===== src/tvm_pkg.sv =====
// Purpose: shared constants and types of the temperature and voltage monitor
// Assumes: 10 MHz pclk, 10-bit converter, APB register access
// Notes:   command codes, timing, register map and carriers
package tvm_pkg;
    localparam int unsigned CLK_HZ         = 10_000_000;
    localparam int unsigned LOCAL_CONV_MS  = 12;
    localparam int unsigned REMOTE_CONV_MS = 38;
    localparam int unsigned VOLT_CONV_US   = 500;
    localparam int unsigned LOCAL_CONV_CYC = LOCAL_CONV_MS * (CLK_HZ / 1000);
    localparam int unsigned REMOTE_CONV_CYC = REMOTE_CONV_MS * (CLK_HZ / 1000);
    localparam int unsigned VOLT_CONV_CYC  = VOLT_CONV_US * (CLK_HZ / 1000000);
    localparam int unsigned ADC_W          = 10;
    localparam int unsigned AVG_SHIFT      = 4;
    localparam logic [3:0]  AVG_LAST       = 4'hF;
    localparam logic [2:0]  SLOT_LOCAL     = 3'h0;
    localparam logic [2:0]  SLOT_REMOTE    = 3'h1;
    localparam logic [2:0]  SLOT_LAST      = 3'h6;
    localparam logic [7:0]  CC_LOCAL       = 8'h00;
    localparam logic [7:0]  CC_REMOTE      = 8'h01;
    localparam logic [7:0]  CC_NOP_A       = 8'h02;
    localparam logic [7:0]  CC_NOP_B       = 8'h09;
    localparam logic [7:0]  CC_VOLT_FIRST  = 8'h10;
    localparam logic [7:0]  CC_VOLT_LAST   = 8'h14;
    localparam logic [7:0]  CC_NOP_LO      = 8'h15;
    localparam logic [7:0]  CC_NOP_HI      = 8'hDF;
    localparam logic [7:0]  CC_OFFSET      = 8'hE0;
    localparam logic [7:0]  CC_RSV_LO      = 8'hE2;
    localparam logic [7:0]  CC_RSV_HI      = 8'hEE;
    localparam logic [7:0]  RL_BOTH        = 8'h04;
    localparam logic [7:0]  RL_ALL_VOLTS   = 8'h10;
    localparam logic [7:0]  WL_WRITE_MIN   = 8'h02;
    localparam logic [15:0] TEMP_FAULT     = 16'h8000;
    localparam logic [15:0] OFFSET_RST     = 16'h0000;
    localparam logic [7:0]  REG_CTRL       = 8'h00;
    localparam logic [7:0]  REG_STATUS     = 8'h04;
    localparam logic [7:0]  REG_OFFSET     = 8'h08;
    localparam logic [7:0]  REG_LOCAL      = 8'h0C;
    localparam logic [7:0]  REG_REMOTE     = 8'h10;
    localparam logic [1:0]  CTRL_RST       = 2'h1;
    localparam int unsigned CTRL_CONV_EN   = 0;
    localparam int unsigned CTRL_LOW_RATE  = 1;
    typedef struct packed {
        logic [7:0]  code;
        logic [7:0]  wlen;
        logic [7:0]  rlen;
        logic [15:0] wdata;
    } tvm_cmd_s;
    typedef enum logic [1:0] {ST_IDLE, ST_SEND, ST_ACK} tvm_state_e;
endpackage : tvm_pkg

===== src/tvm_avg.sv =====
// Purpose: sixteen-sample averager for one temperature channel
// Assumes: samples in 1/64 degree units
// Notes:   passes samples straight through when averaging is off
`timescale 1ns/1ps
`default_nettype none
module tvm_avg
    import tvm_pkg::*;
(
    input  wire logic        pclk,
    input  wire logic        presetn,
    input  wire logic        avg_en,
    input  wire logic        in_valid,
    input  wire logic [15:0] in_data,
    output logic             out_valid,
    output logic [15:0]      out_data
);
    logic [19:0] acc_r;
    logic [3:0]  cnt_r;
    logic        ov_r;
    logic [15:0] od_r;
    wire  [19:0] acc_sum = acc_r + {{4{in_data[15]}}, in_data};

    always_ff @(posedge pclk or negedge presetn)
    begin
        if (!presetn)
        begin
            acc_r <= 20'h0;
            cnt_r <= 4'h0;
            ov_r  <= 1'b0;
            od_r  <= 16'h0;
        end
        else
        begin
            ov_r <= 1'b0;
            if (in_valid && !avg_en)
            begin
                ov_r  <= 1'b1;
                od_r  <= in_data;
                cnt_r <= 4'h0;
                acc_r <= 20'h0;
            end
            else if (in_valid)
            begin
                cnt_r <= cnt_r + 4'h1;
                acc_r <= (cnt_r == AVG_LAST) ? 20'h0 : acc_sum;
                if (cnt_r == AVG_LAST)
                begin
                    ov_r <= 1'b1;
                    od_r <= acc_sum[AVG_SHIFT +: 16];
                end
            end
        end
    end

    assign out_valid = ov_r;
    assign out_data  = od_r;
endmodule : tvm_avg
`default_nettype wire


===== src/tvm_conv_seq.sv =====
// Purpose: round-robin conversion slot sequencer
// Assumes: slot lengths given in pclk cycles
// Notes:   slot 0 local, 1 remote, 2..6 voltage channels
`timescale 1ns/1ps
`default_nettype none
module tvm_conv_seq
    import tvm_pkg::*;
#(
    parameter int unsigned LOCAL_CYC  = LOCAL_CONV_CYC,
    parameter int unsigned REMOTE_CYC = REMOTE_CONV_CYC
)(
    input  wire logic       pclk,
    input  wire logic       presetn,
    input  wire logic       enable,
    output logic [2:0]      slot,
    output logic            adc_start,
    output logic            slot_end
);
    logic [19:0] timer_r;
    logic [2:0]  slot_r;
    logic        start_r;
    wire  [2:0]  slot_nxt = (slot_r == SLOT_LAST) ? SLOT_LOCAL : slot_r + 3'h1;
    wire  [19:0] len_nxt  = (slot_nxt == SLOT_LOCAL)  ? 20'(LOCAL_CYC - 1) :
                            (slot_nxt == SLOT_REMOTE) ? 20'(REMOTE_CYC - 1) :
                            20'(VOLT_CONV_CYC - 1);
    wire         expire   = enable && (timer_r == 20'h0);

    always_ff @(posedge pclk or negedge presetn)
    begin
        if (!presetn)
        begin
            timer_r <= 20'h0;
            slot_r  <= SLOT_LAST;
            start_r <= 1'b0;
        end
        else
        begin
            start_r <= expire;
            if (expire)
            begin
                slot_r  <= slot_nxt;
                timer_r <= len_nxt;
            end
            else if (enable)
                timer_r <= timer_r - 20'h1;
        end
    end

    assign slot      = slot_r;
    assign adc_start = start_r;
    assign slot_end  = expire;
endmodule : tvm_conv_seq
`default_nettype wire


===== src/tvm_monitor.sv =====
// Purpose: command responder and conversion control of the monitor
// Assumes: framing layer outside; converter digital side on pclk
// Notes:   results held per channel so reads never wait
// Operation
// - remote temperature read returns 16-bit value, low byte first
// - open or shorted remote diode reports 0x8000
// - both-temperatures read returns local word then remote word
// - host writes offset low byte first; stored as remote correction
// - offset read returns offset in use, low byte first
// - only code 0xE0 accepts written data; others keep contents
// - writes to 0x02, 0x09, 0x15..0xDF get valid check, no effect
// - writes to 0xE2..0xEE get invalid check, nothing stored
// - all inputs share one 10-bit successive-approximation converter
// - voltage full scale 16 V, 8 V, or 4 V per channel
// - codes 0x10..0x14 pick the five voltages, low byte first
// - code 0x10 with length 0x10 returns all voltages in order
// - voltages are 16-bit counts of 1/1024 V
// - temperatures converted round robin: local 12 ms, remote 38 ms
// - at low rate each temperature averages 16 measurements
// - code 0x00 with length 0x04 returns both temperatures
// - programmed offset added to each remote result before report
// - code 0x01 reads remote, 0x00 with two bytes reads local
// - temperatures are 16-bit values in 1/64 degree steps
`timescale 1ns/1ps
`default_nettype none
module tvm_monitor
    import tvm_pkg::*;
#(
    parameter int unsigned LOCAL_CYC  = LOCAL_CONV_CYC,
    parameter int unsigned REMOTE_CYC = REMOTE_CONV_CYC
)(
    input  wire logic             pclk,
    input  wire logic             presetn,
    input  wire logic             psel,
    input  wire logic             penable,
    input  wire logic             pwrite,
    input  wire logic [7:0]       paddr,
    input  wire logic [31:0]      pwdata,
    output logic [31:0]           prdata,
    output logic                  pready,
    output logic                  pslverr,
    input  wire logic             cmd_valid,
    input  wire tvm_pkg::tvm_cmd_s cmd_in,
    output logic                  cmd_ready,
    output logic                  rsp_valid,
    output logic [7:0]            rsp_byte,
    output logic                  rsp_last,
    input  wire logic             rsp_ready,
    output logic                  ack_valid,
    output logic                  ack_fcs_bad,
    output logic                  adc_start,
    output logic [2:0]            adc_sel,
    input  wire logic             adc_done,
    input  wire logic [9:0]       adc_data,
    input  wire logic             diode_fault_pin
);
    import tvm_pkg::*;

    // temperature code in quarter degrees to 1/64 degree
    function automatic logic [15:0] temp_scale(input logic [9:0] c);
        temp_scale = {{2{c[9]}}, c, 4'h0};
    endfunction : temp_scale

    // converter code to 1/1024 V counts per channel full scale
    function automatic logic [15:0] volt_scale(input logic [9:0] c,
                                               input logic [2:0] ch);
        case (ch)
            3'h0:    volt_scale = {2'h0, c, 4'h0};
            3'h1:    volt_scale = {3'h0, c, 3'h0};
            default: volt_scale = {4'h0, c, 2'h0};
        endcase
    endfunction : volt_scale

    function automatic logic in_range(input logic [7:0] v,
                                      input logic [7:0] lo,
                                      input logic [7:0] hi);
        in_range = (v >= lo) && (v <= hi);
    endfunction : in_range

    tvm_state_e  state_r;
    tvm_state_e  state_nxt;
    tvm_cmd_s    cmd_r;
    logic [7:0]  idx_r;
    logic        cmd_ready_r;
    logic        rsp_valid_r;
    logic [7:0]  rsp_byte_r;
    logic        rsp_last_r;
    logic        ack_valid_r;
    logic        ack_fcs_bad_r;
    logic [15:0] offset_r;
    logic [15:0] local_r;
    logic [15:0] remote_r;
    logic [15:0] volt_r [5];
    logic [9:0]  sample_r;
    logic [1:0]  ctrl_r;
    logic        fault_m_r;
    logic        fault_s_r;
    logic [31:0] prdata_r;
    logic        pready_r;
    logic        pslverr_r;
    logic [2:0]  slot;
    logic        conv_start;
    logic        slot_end;
    logic        loc_valid;
    logic [15:0] loc_avg;
    logic        rem_valid;
    logic [15:0] rem_avg;

    // conversion sequencing
    tvm_conv_seq #(
        .LOCAL_CYC  (LOCAL_CYC),
        .REMOTE_CYC (REMOTE_CYC)
    ) u_seq (
        .pclk      (pclk),
        .presetn   (presetn),
        .enable    (ctrl_r[CTRL_CONV_EN]),
        .slot      (slot),
        .adc_start (conv_start),
        .slot_end  (slot_end)
    );

    wire loc_in = slot_end && slot == SLOT_LOCAL;
    wire rem_in = slot_end && slot == SLOT_REMOTE;
    wire vlt_in = slot_end && slot > SLOT_REMOTE;
    wire [2:0] vch = slot - 3'h2;

    tvm_avg u_avg_local (
        .pclk      (pclk),
        .presetn   (presetn),
        .avg_en    (ctrl_r[CTRL_LOW_RATE]),
        .in_valid  (loc_in),
        .in_data   (temp_scale(sample_r)),
        .out_valid (loc_valid),
        .out_data  (loc_avg)
    );

    tvm_avg u_avg_remote (
        .pclk      (pclk),
        .presetn   (presetn),
        .avg_en    (ctrl_r[CTRL_LOW_RATE]),
        .in_valid  (rem_in),
        .in_data   (temp_scale(sample_r)),
        .out_valid (rem_valid),
        .out_data  (rem_avg)
    );

    always_ff @(posedge pclk or negedge presetn)
    begin
        if (!presetn)
            sample_r <= 10'h000;
        else if (adc_done)
            sample_r <= adc_data;
    end

    // fault pin synchroniser
    always_ff @(posedge pclk or negedge presetn)
    begin
        if (!presetn)
        begin
            fault_m_r <= 1'b0;
            fault_s_r <= 1'b0;
        end
        else
        begin
            fault_m_r <= diode_fault_pin;
            fault_s_r <= fault_m_r;
        end
    end

    always_ff @(posedge pclk or negedge presetn)
    begin
        if (!presetn)
        begin
            local_r  <= 16'h0000;
            remote_r <= 16'h0000;
        end
        else
        begin
            if (loc_valid)
                local_r <= loc_avg;
            if (rem_valid)
                remote_r <= rem_avg + offset_r;
        end
    end

    always_ff @(posedge pclk or negedge presetn)
    begin
        if (!presetn)
        begin
            for (int i = 0; i < 5; i++)
                volt_r[i] <= 16'h0000;
        end
        else if (vlt_in)
            volt_r[vch] <= volt_scale(sample_r, vch);
    end

    wire [15:0] remote_rpt = fault_s_r ? TEMP_FAULT : remote_r;

    // command decode
    wire        take      = cmd_valid && cmd_ready_r;
    wire        is_wr     = cmd_in.wlen >= WL_WRITE_MIN;
    wire        wr_offset = take && is_wr && cmd_in.code == CC_OFFSET;
    wire        wr_rsv    = take && is_wr
                            && in_range(cmd_in.code, CC_RSV_LO, CC_RSV_HI);
    wire        wr_other  = take && is_wr && !wr_offset && !wr_rsv;
    wire        rd_take   = take && !is_wr && cmd_in.rlen != 8'h00;
    wire        nil_take  = take && !is_wr && cmd_in.rlen == 8'h00;
    tvm_cmd_s   sel_cmd;
    assign sel_cmd = (state_r == ST_IDLE) ? cmd_in : cmd_r;
    wire [7:0]  pick_idx  = (state_r == ST_IDLE) ? 8'h00 : idx_r + 8'h01;
    wire [6:0]  pick_word = pick_idx[7:1];
    wire [7:0]  vsel_code = (sel_cmd.code == CC_VOLT_FIRST
                             && sel_cmd.rlen == RL_ALL_VOLTS)
                            ? 8'(CC_VOLT_FIRST + {1'b0, pick_word})
                            : sel_cmd.code;
    wire [7:0]  vidx      = vsel_code - CC_VOLT_FIRST;
    wire        vok       = in_range(vsel_code, CC_VOLT_FIRST, CC_VOLT_LAST);

    wire [15:0] pick_val  =
        (sel_cmd.code == CC_LOCAL && sel_cmd.rlen == RL_BOTH)
            ? (pick_word == 7'h0 ? local_r
               : pick_word == 7'h1 ? remote_rpt : 16'h0000) :
        (sel_cmd.code == CC_LOCAL && pick_word == 7'h0) ? local_r :
        (sel_cmd.code == CC_REMOTE && pick_word == 7'h0) ? remote_rpt :
        (sel_cmd.code == CC_OFFSET && pick_word == 7'h0) ? offset_r :
        (vok && (sel_cmd.rlen == RL_ALL_VOLTS || pick_word == 7'h0))
            ? volt_r[vidx[2:0]] : 16'h0000;
    wire [7:0]  pick_byte = pick_idx[0] ? pick_val[15:8] : pick_val[7:0];
    wire        pick_last = pick_idx == sel_cmd.rlen - 8'h01;
    wire        rsp_fire  = rsp_valid_r && rsp_ready;

    always_comb
    begin
        state_nxt = state_r;
        unique case (state_r)
            ST_IDLE:
                if (rd_take)
                    state_nxt = ST_SEND;
                else if (take)
                    state_nxt = ST_ACK;
            ST_SEND:
                if (rsp_fire && rsp_last_r)
                    state_nxt = ST_ACK;
            ST_ACK:
                state_nxt = ST_IDLE;
        endcase
    end

    always_ff @(posedge pclk or negedge presetn)
    begin
        if (!presetn)
        begin
            state_r     <= ST_IDLE;
            cmd_r       <= '0;
            idx_r       <= 8'h00;
            cmd_ready_r <= 1'b0;
        end
        else
        begin
            state_r     <= state_nxt;
            cmd_ready_r <= state_nxt == ST_IDLE && state_r != ST_ACK;
            if (take)
                cmd_r <= cmd_in;
            if (rd_take)
                idx_r <= 8'h00;
            else if (rsp_fire)
                idx_r <= pick_idx;
        end
    end

    // response byte stream
    always_ff @(posedge pclk or negedge presetn)
    begin
        if (!presetn)
        begin
            rsp_valid_r <= 1'b0;
            rsp_byte_r  <= 8'h00;
            rsp_last_r  <= 1'b0;
        end
        else if (rd_take || (rsp_fire && !rsp_last_r))
        begin
            rsp_valid_r <= 1'b1;
            rsp_byte_r  <= pick_byte;
            rsp_last_r  <= pick_last;
        end
        else if (rsp_fire)
        begin
            rsp_valid_r <= 1'b0;
            rsp_last_r  <= 1'b0;
        end
    end

    always_ff @(posedge pclk or negedge presetn)
    begin
        if (!presetn)
        begin
            ack_valid_r   <= 1'b0;
            ack_fcs_bad_r <= 1'b0;
        end
        else
        begin
            ack_valid_r   <= (take && !rd_take) || (rsp_fire && rsp_last_r);
            ack_fcs_bad_r <= wr_rsv;
        end
    end

    always_ff @(posedge pclk or negedge presetn)
    begin
        if (!presetn)
            offset_r <= OFFSET_RST;
        else if (wr_offset)
            offset_r <= cmd_in.wdata;
    end

    // apb slave, one wait state
    wire        apb_acc  = psel && penable && !pready_r;
    wire        apb_map  = paddr == REG_CTRL || paddr == REG_STATUS
                           || paddr == REG_OFFSET || paddr == REG_LOCAL
                           || paddr == REG_REMOTE;
    wire [31:0] apb_rd   =
        paddr == REG_CTRL   ? {30'h0, ctrl_r} :
        paddr == REG_STATUS ? {24'h0, state_r == ST_IDLE, slot,
                               3'h0, fault_s_r} :
        paddr == REG_OFFSET ? {16'h0, offset_r} :
        paddr == REG_LOCAL  ? {16'h0, local_r} :
        paddr == REG_REMOTE ? {16'h0, remote_rpt} : 32'h0;

    always_ff @(posedge pclk or negedge presetn)
    begin
        if (!presetn)
        begin
            pready_r  <= 1'b0;
            pslverr_r <= 1'b0;
            prdata_r  <= 32'h0;
            ctrl_r    <= CTRL_RST;
        end
        else
        begin
            pready_r  <= apb_acc;
            pslverr_r <= apb_acc && !apb_map;
            prdata_r  <= (apb_acc && !pwrite) ? apb_rd : 32'h0;
            if (pready_r && psel && penable && pwrite && paddr == REG_CTRL)
                ctrl_r <= pwdata[1:0];
        end
    end

    assign prdata      = prdata_r;
    assign pready      = pready_r;
    assign pslverr     = pslverr_r;
    assign cmd_ready   = cmd_ready_r;
    assign rsp_valid   = rsp_valid_r;
    assign rsp_byte    = rsp_byte_r;
    assign rsp_last    = rsp_last_r;
    assign ack_valid   = ack_valid_r;
    assign ack_fcs_bad = ack_fcs_bad_r;
    assign adc_start   = conv_start;
    assign adc_sel     = slot;
endmodule : tvm_monitor
`default_nettype wire


===== config.mk =====
export PLATFORM = sky130hd
export DESIGN_NAME = tvm_monitor
export DESIGN_NICKNAME = d
export VERILOG_FILES = /design/src/tvm_pkg.sv /design/src/tvm_avg.sv /design/src/tvm_conv_seq.sv /design/src/tvm_monitor.sv
export SDC_FILE = /design/constraint.sdc
export NUM_CORES = 1
export LEC_CHECK = 0
export BUFFER_PORTS_ARGS = -buffer_cell sky130_fd_sc_hd__clkbuf_2
export CAP_MARGIN = 15
export CELL_PAD_IN_SITES_DETAIL_PLACEMENT = 1
export CELL_PAD_IN_SITES_GLOBAL_PLACEMENT = 2
export CORE_MARGIN = 2
export CORE_UTILIZATION = 38
export CTS_CLUSTER_DIAMETER = 40
export DETAILED_ROUTE_END_ITERATION = 10
export HOLD_SLACK_MARGIN = 0.05
export PLACE_DENSITY_LB_ADDON = 0.1
export SLEW_MARGIN = 20
export SYNTH_ARGS = -nofsm -noshare
export SYNTH_HDL_FRONTEND = slang
export SYNTH_SLANG_ARGS = --single-unit

===== constraint.sdc =====
create_clock -name pclk -period 5.3 [get_ports pclk]
set_input_delay 1.06 -clock pclk [delete_from_list [all_inputs] [get_ports pclk]]
set_output_delay 1.06 -clock pclk [all_outputs]
set_load 0.01 [all_outputs]

==> impl_results.md, run 1 <==
* Synth Cell Area at 16,000 um^2
* Vias at roughly 13,000
* Post-Syn Instances at 1,683
* Global-route wire length before repair at 83,200 um
* FP Rows at 75
* Setup violators final at 0
* TritonCTS clock tree: yes
* Top-Level Pins at 150
* Worst hold slack at around 360 ps
* Hold-fix buffers, CTS at 0
* Critical path, cell by cell: inv_1 -> ha_2 -> a21oi_1 -> inv_1 -> ha_1 -> nor4b_1 -> a41oi_1 -> or4_1 -> nand2_1 -> buf_4 -> nor2_1 -> or3_1 -> o221a_1 -> o31ai_1
* Max_slew headroom at 0.346
* Largest net degree at the start of global routing at 109
* Area used by multi-input combinational logic at 8540 um^2
* Worst EP arrival at 4860 ps
* Nets at between 1,500 and 2,000
* Final Critical Period at 4360 ps
* RSZ-0062 raised after global routing: no
* Fin crit share at 0.822
* 1st-pass router iterations at 5
* Post-synthesis sequential area ratio at 0.434
* Critical path launch point type: flip-flop
* Top_reg_cell synth: dfrtp_1
* Routed WL per cell at 22.0 um
* Yosys top cell area share at 0.429
* Status: finished, final reports clean
* Static leakage at 8.92 nW
* Final WL at 52,400 um
* GP Congestion at 0.852
* DIE WIDTH at around 210 um
* FF+latch area at 6940 um^2
* Max capacitance violation total at 0
* Fin. Hold Viols at 0
* Initial Util at 0.383
* CP bufs+invs at 3
* First-iteration detailed-routing DRC count at slightly below 800
* Total Routing Usage GR at 0.244
* Antenna violations before repair at 0
* Synthesis warning total at 0
* Synthesized flop and latch total at 277
* Clock-pin slew on the worst setup and hold paths at 50 ps
* HPWL Detailed at 37,600 um
* Worst-path fanout max at 30
* Post-cts resize count at 0
* Actual slew at the worst max-slew pin at 969 ps
* Total congestion overflow at 0
* Leading area contributor after synthesis: dfrtp_1
* CP required at 5800 ps
* CP max stage delay at around 660 ps
* Die Y at between 200 and 250 um
* Total setup buffers inserted after CTS at 0
* Bufs on Longest Clock Path at 3
* Root buffer cell: clkbuf_16
* Placeable Area at 41,800 um^2
* Synth-to-layout area growth at 20.3%
* Worst vdd ir at 0.240 mV
* ANT nets after route at 0
* Max Freq at 0.230 GHz
* Power per cell area at 361 nW/um^2
* Slew Viols, Final at 0
* Num Clock Sinks at 277
* Most area-consuming cells after synthesis: dfrtp_1 43%, mux2_2 8.7%, nand2_1 5.3%
* Vias/cell at roughly 5.6
* Worst-Skew Late Latency at 610 ps
* Synth async-reset ratio at 1.00
* Crit end category: flip-flop
* Share of layout cells above drive strength 1 at 0.209
* Avg Cell Area, Syn at 9.50 um^2
* Synth cell types at 78
* Post-Route Setup TNS at 0 ps
* Port Buf Inserts at between 100 and 150
* H-Tree Depth at 2
* Crit-path most repeated cell: inv_1
* Antenna Cells at 0
* Residual DRC at 0
* Fillers at about 4,700
* Clk_skew at 27.2 ps
* Worst min-delay path class: reg2reg
* Die area at between 40,000 and 50,000 um^2
* Post-synth EDFFs at 0
* CP max stage cell: ha_2
* Vias in the first global route at 14,100
* Critical Setup Path Class: reg2reg
* Total CTS buffers at between 50 and 60
* Family with the most delay on the worst path: simple AND/OR/NAND/NOR gates
==> where the power goes <==
part	total (W)	switching (W)	internal, W
Clock	0.00402	0.00128	0.00273
Sequential	0.00228	0.000100	0.00218
Combinational	0.000647	0.000416	0.000232
Total	0.00694	0.00180	0.00514
==> cell type report <==
cell class | instances | share of cell area
sequential | 277 | 0.361
tap | 539 | 0.0351
clock inverter | 42 | 0.0320
multi-input combinational | 1289 | 0.444
inverter | 34 | 0.00664
timing repair buffer | 134 | 0.0409
clock buffer | 68 | 0.0807
==> state kept, by name (all words and copies together) (netlist names), 8 cells and up <==
register and flops:
u_avg_remote.out_data 16, offset_r 16, rsp_byte 8, cmd_r 16, u_seq.timer_r 20, sample_r 10, idx_r 8, local_r 16
u_avg_remote.acc_r 16, volt_r 60, u_avg_local.out_data 16, u_avg_local.acc_r 16, remote_r 16, prdata 16
==> cell families after synthesis <==
family,Yosys count,synth area share
compound gates,440,0.179
xor+xnor,64,0.0351
fa+ha+maj,64,0.0515
buf+inv,132,0.0363
flops,277,0.434
mux,147,0.102
other cells,1,0.000235
simple gates,558,0.162
==> per-layer routing <==
metal | vias to the layer above | wire, um | track usage
met1 | 6796 | 23800 | 0.321
met3 | 86 | 1690 | 0.0386
met2 | 215 | 25600 | 0.414
met4 | 0 | 1400 | 0.0732
met5 | - | 0 | 0
li1 | 6353 | - | -
==> stage by stage <==
stage,util,setup slack [ps],instance area (um^2),power (W),instances
2_1_floorplan,-,1020,16000,0.00269,1698
3_3_place_gp,0.409,992,17100,0.00295,2273
3_5_place_dp,0.409,910,17100,0.00297,2273
4_1_cts,0.460,898,19200,0.00704,2383
5_1_grt,0.460,552,19200,0.00721,2383
6_report,0.460,943,19200,0.00694,2383
==> worst paths after layout <==
path | from | to | slack (ps) | depth (start not counted)
max | state_r[0]$_DFF_PN0_ | rsp_byte[6]$_DFFE_PN0P_ | 940 | 14
min | fault_m_r$_DFF_PN0_ | fault_s_r$_DFF_PN0_ | 360 | 0
max reg2reg | state_r[0]$_DFF_PN0_ | rsp_byte[6]$_DFFE_PN0P_ | 940 | 14
min reg2reg | fault_m_r$_DFF_PN0_ | fault_s_r$_DFF_PN0_ | 360 | 0
max in group asynchronous | presetn | offset_r[3]$_DFFE_PN0P_ | 3840 | 2
min in group asynchronous | presetn | volt_r[66]$_DFFE_PN0P_ | 400 | 1
==> synth_stat cells (24+ instances only) <==
cell type / instances
nand3_1: 61
a21oi_1: 85
mux2_2: 124
nor2_1: 113
clkbuf_1: 69
nand2_1: 226
inv_1: 34
a22oi_1: 24
o22ai_1: 40
ha_1: 61
o21ai_0: 119
xnor2_1: 43
a21o_1: 26
dfrtp_1: 274
nor3_1: 48
==> cell usage in the layout (no fill, tap or decap), types with 26 or more instances in the layout <==
master,n
a21o_1,26
a21oi_1,85
buf_4,30
clkbuf_16,60
clkbuf_2,101
dfrtp_1,274
ha_1,60
inv_1,34
mux2_2,124
nand2_1,226
nand3_1,61
nor2_1,112
nor3_1,46
o21ai_0,119
o22ai_1,40
xnor2_1,43
Power figures use the tool's default switching activity.
==> inputs of run 2 (changes only) <==
==> constraint.sdc (replaced) <==
create_clock -name pclk -period 4.5 [get_ports pclk]
set_input_delay 0.9 -clock pclk [delete_from_list [all_inputs] [get_ports pclk]]
set_output_delay 0.9 -clock pclk [all_outputs]
set_load 0.01 [all_outputs]
==> run 2 against run 1 <==
Setup slack got worse by 470 ps. Clock skew hardly changed. Register-to-register slack worse by 470 ps. Global-route usage grew 0.16 points. Final cell count rose by 0.80%. Power increased by 12%. Utilization up 0.057 points.
==> impl_results.md, run 2 (synthesis gave the netlist of run 1 again) <==
* Worst hold path depth at 0
* Critical path launch point type: flip-flop
* CP max stage cell: or4_1
* Synth-to-layout area growth at 20.5%
* Fin crit share at 0.895
* CP max stage delay at roughly 570 ps
* Initial Util at 0.383
* Post-Route Setup TNS at 0 ps
* Top-Level Pins at 150
* Placeable Area at ~42,000 um^2
* First-iteration detailed-routing DRC count at 665
* WHS Endpoint: fault_s_r$_DFF_PN0_
* Die Y at 209 um
* Commonest non-fill, non-tap cell in the layout: dfrtp_1
* Total setup buffers inserted after CTS at 0
* Total Routing Usage GR at 0.246
* Worst vdd ir at 0.285 mV
* HPWL Detailed at 38,900 um
* Final Critical Period at 4030 ps
* CP required at 4980 ps
* Port Buf Inserts at between 100 and 150
* Largest net degree at the start of global routing at 114
* Max Freq at 0.248 GHz
* Max capacitance violation total at 0
* Clk_skew at roughly 28 ps
* Clock-pin slew on the worst setup and hold paths at 50 ps
* GP Congestion at between 0.8 and 0.9
* H-Tree Depth at 2
* Reg-to-Reg Start: idx_r[0]$_DFFE_PN0P_
* Total CTS buffers at 55
* Antenna violations before repair at 0
* Worst-path fanout max at 13
* Routed WL per cell at roughly 22 um
* Worst min-delay path class: reg2reg
* Vias/cell at 5.64
* Worst EP arrival at 4510 ps
* Reg2Reg Depth at 16
* Vias at 13,500
* Setup violators final at 0
* Largest regs: volt_r: 60 flops, u_seq.timer_r: 20 flops
* Final WL at ~53,000 um
* Hold_sp: fault_m_r$_DFF_PN0_
* Fin. Hold Viols at 0
* TritonCTS clock tree: yes
* Share of layout cells above drive strength 1 at 0.220
* Vias in the first global route at 14,500
* 1st-pass router iterations at 5
* Setup ws final at 472 ps
* Most frequent cells in the layout: 274 x dfrtp_1, 226 x nand2_1, 124 x mux2_2
* R2R setup slack at 470 ps
* Status: finished, final reports clean
* RSZ-0062 raised after global routing: no
* Max_slew headroom at 0.282
* Hold-fix buffers, CTS at 0
* ANT nets after route at 0
* Fillers at ~4,700
* Actual slew at the worst max-slew pin at 1060 ps
* Bufs on Longest Clock Path at 3
* Power per cell area at 405 nW/um^2
* Global-route wire length before repair at 83,500 um
* Worst-Skew Late Latency at 600 ps
* Worst hold slack at 363 ps
* Post-cts resize count at 0
* Largest register FFs at 60
* Root buffer cell: clkbuf_16
* Slew Viols, Final at 0
* Dpl ws at around 350 ps
* Nets at 1,979
* R2r endpoint: rsp_byte[6]$_DFFE_PN0P_
* FP Rows at 75
* Num Clock Sinks at 277
* DIE WIDTH at 209 um
* Total congestion overflow at 0
* Critical path, cell by cell: ha_1 -> nand2_1 -> nor2_1 -> nand2_1 -> xor2_1 -> nor2_1 -> inv_1 -> ha_1 -> nor4b_1 -> a41oi_1 -> or4_1 -> nand2_1 -> nor2_1 -> or3_1 -> o221a_1 -> o31ai_1
* Die area at 43,700 um^2
* Largest reg by FF count: volt_r
* Crit end category: flip-flop
* Critical Setup Path Class: reg2reg
* Static leakage at 8.97 nW
* Residual DRC at 0
[run 2: cell count changes in the layout (fill, tap and decap cells not counted), sizes merged]
cell      previous run  this run
clkinv              17        16
clkbuf             169       162
buf                 33        58
clkinvlp             8         6
inv                 38        46
diode                0         1
bufinv              13         8
[run 2: where the power goes]
part	internal, W	total (W)	switching [W]
Combinational	0.000279	0.000774	0.000495
Sequential	0.00256	0.00268	0.000115
Clock	0.00286	0.00435	0.00149
Total	0.00570	0.00780	0.00210
[run 2: how the worst max path moves through the flow]
stage                         start                      end  slack (ps)  cells past startpoint
2_1_floorplan  state_r[0]$_DFF_PN0_  rsp_byte[6]$_DFFE_PN0P_         220                     19
3_3_place_gp             cmd_in[16]  rsp_byte[4]$_DFFE_PN0P_         390                     11
3_5_place_dp             cmd_in[16]  rsp_byte[4]$_DFFE_PN0P_         350                     11
4_1_cts        state_r[0]$_DFF_PN0_  rsp_byte[4]$_DFFE_PN0P_         400                     12
5_1_grt        idx_r[0]$_DFFE_PN0P_  rsp_byte[6]$_DFFE_PN0P_          10                     16
6_report       idx_r[0]$_DFFE_PN0P_  rsp_byte[6]$_DFFE_PN0P_         470                     16
[run 2: final cells by class]
class / count / area [um^2] / share of cell area
diodes: 1 / 2.50 / 0.000130
clock buffers: 61 / 1480 / 0.0769
clock inverters: 42 / 507 / 0.0263
inverters: 34 / 128 / 0.00663
multi-input cells: 1289 / 8540 / 0.443
flip-flops and latches: 277 / 6940 / 0.360
well taps: 539 / 674 / 0.0350
repair buffers: 159 / 986 / 0.0512
[run 2: metal layers]
metal,GRT usage,vias up,part of all wire
met5,0,-,0
met2,0.421,268,0.49
met4,0.0970,0,0.036
li1,-,6403,-
met3,0.0323,102,0.039
met1,0.315,6776,0.44
[run 2: critical path: cells and delay by family (launching register included)]
family / cells / cell delay [ps]
compound gates: 3 / 590
xor+xnor: 1 / 140
fa+ha+maj: 2 / 470
buf+inv: 1 / 60
flops: 1 / 500
simple gates: 9 / 2160
[run 2: through the flow]
step	util	total power, W	area [um^2]	instances
detailed placement	0.413	0.00350	17300	2298
finish	0.461	0.00780	19300	2402
global route	0.461	0.00812	19200	2401
floorplan	-	0.00317	16000	1698
CTS	0.461	0.00791	19200	2401
global placement	0.413	0.00349	17300	2298
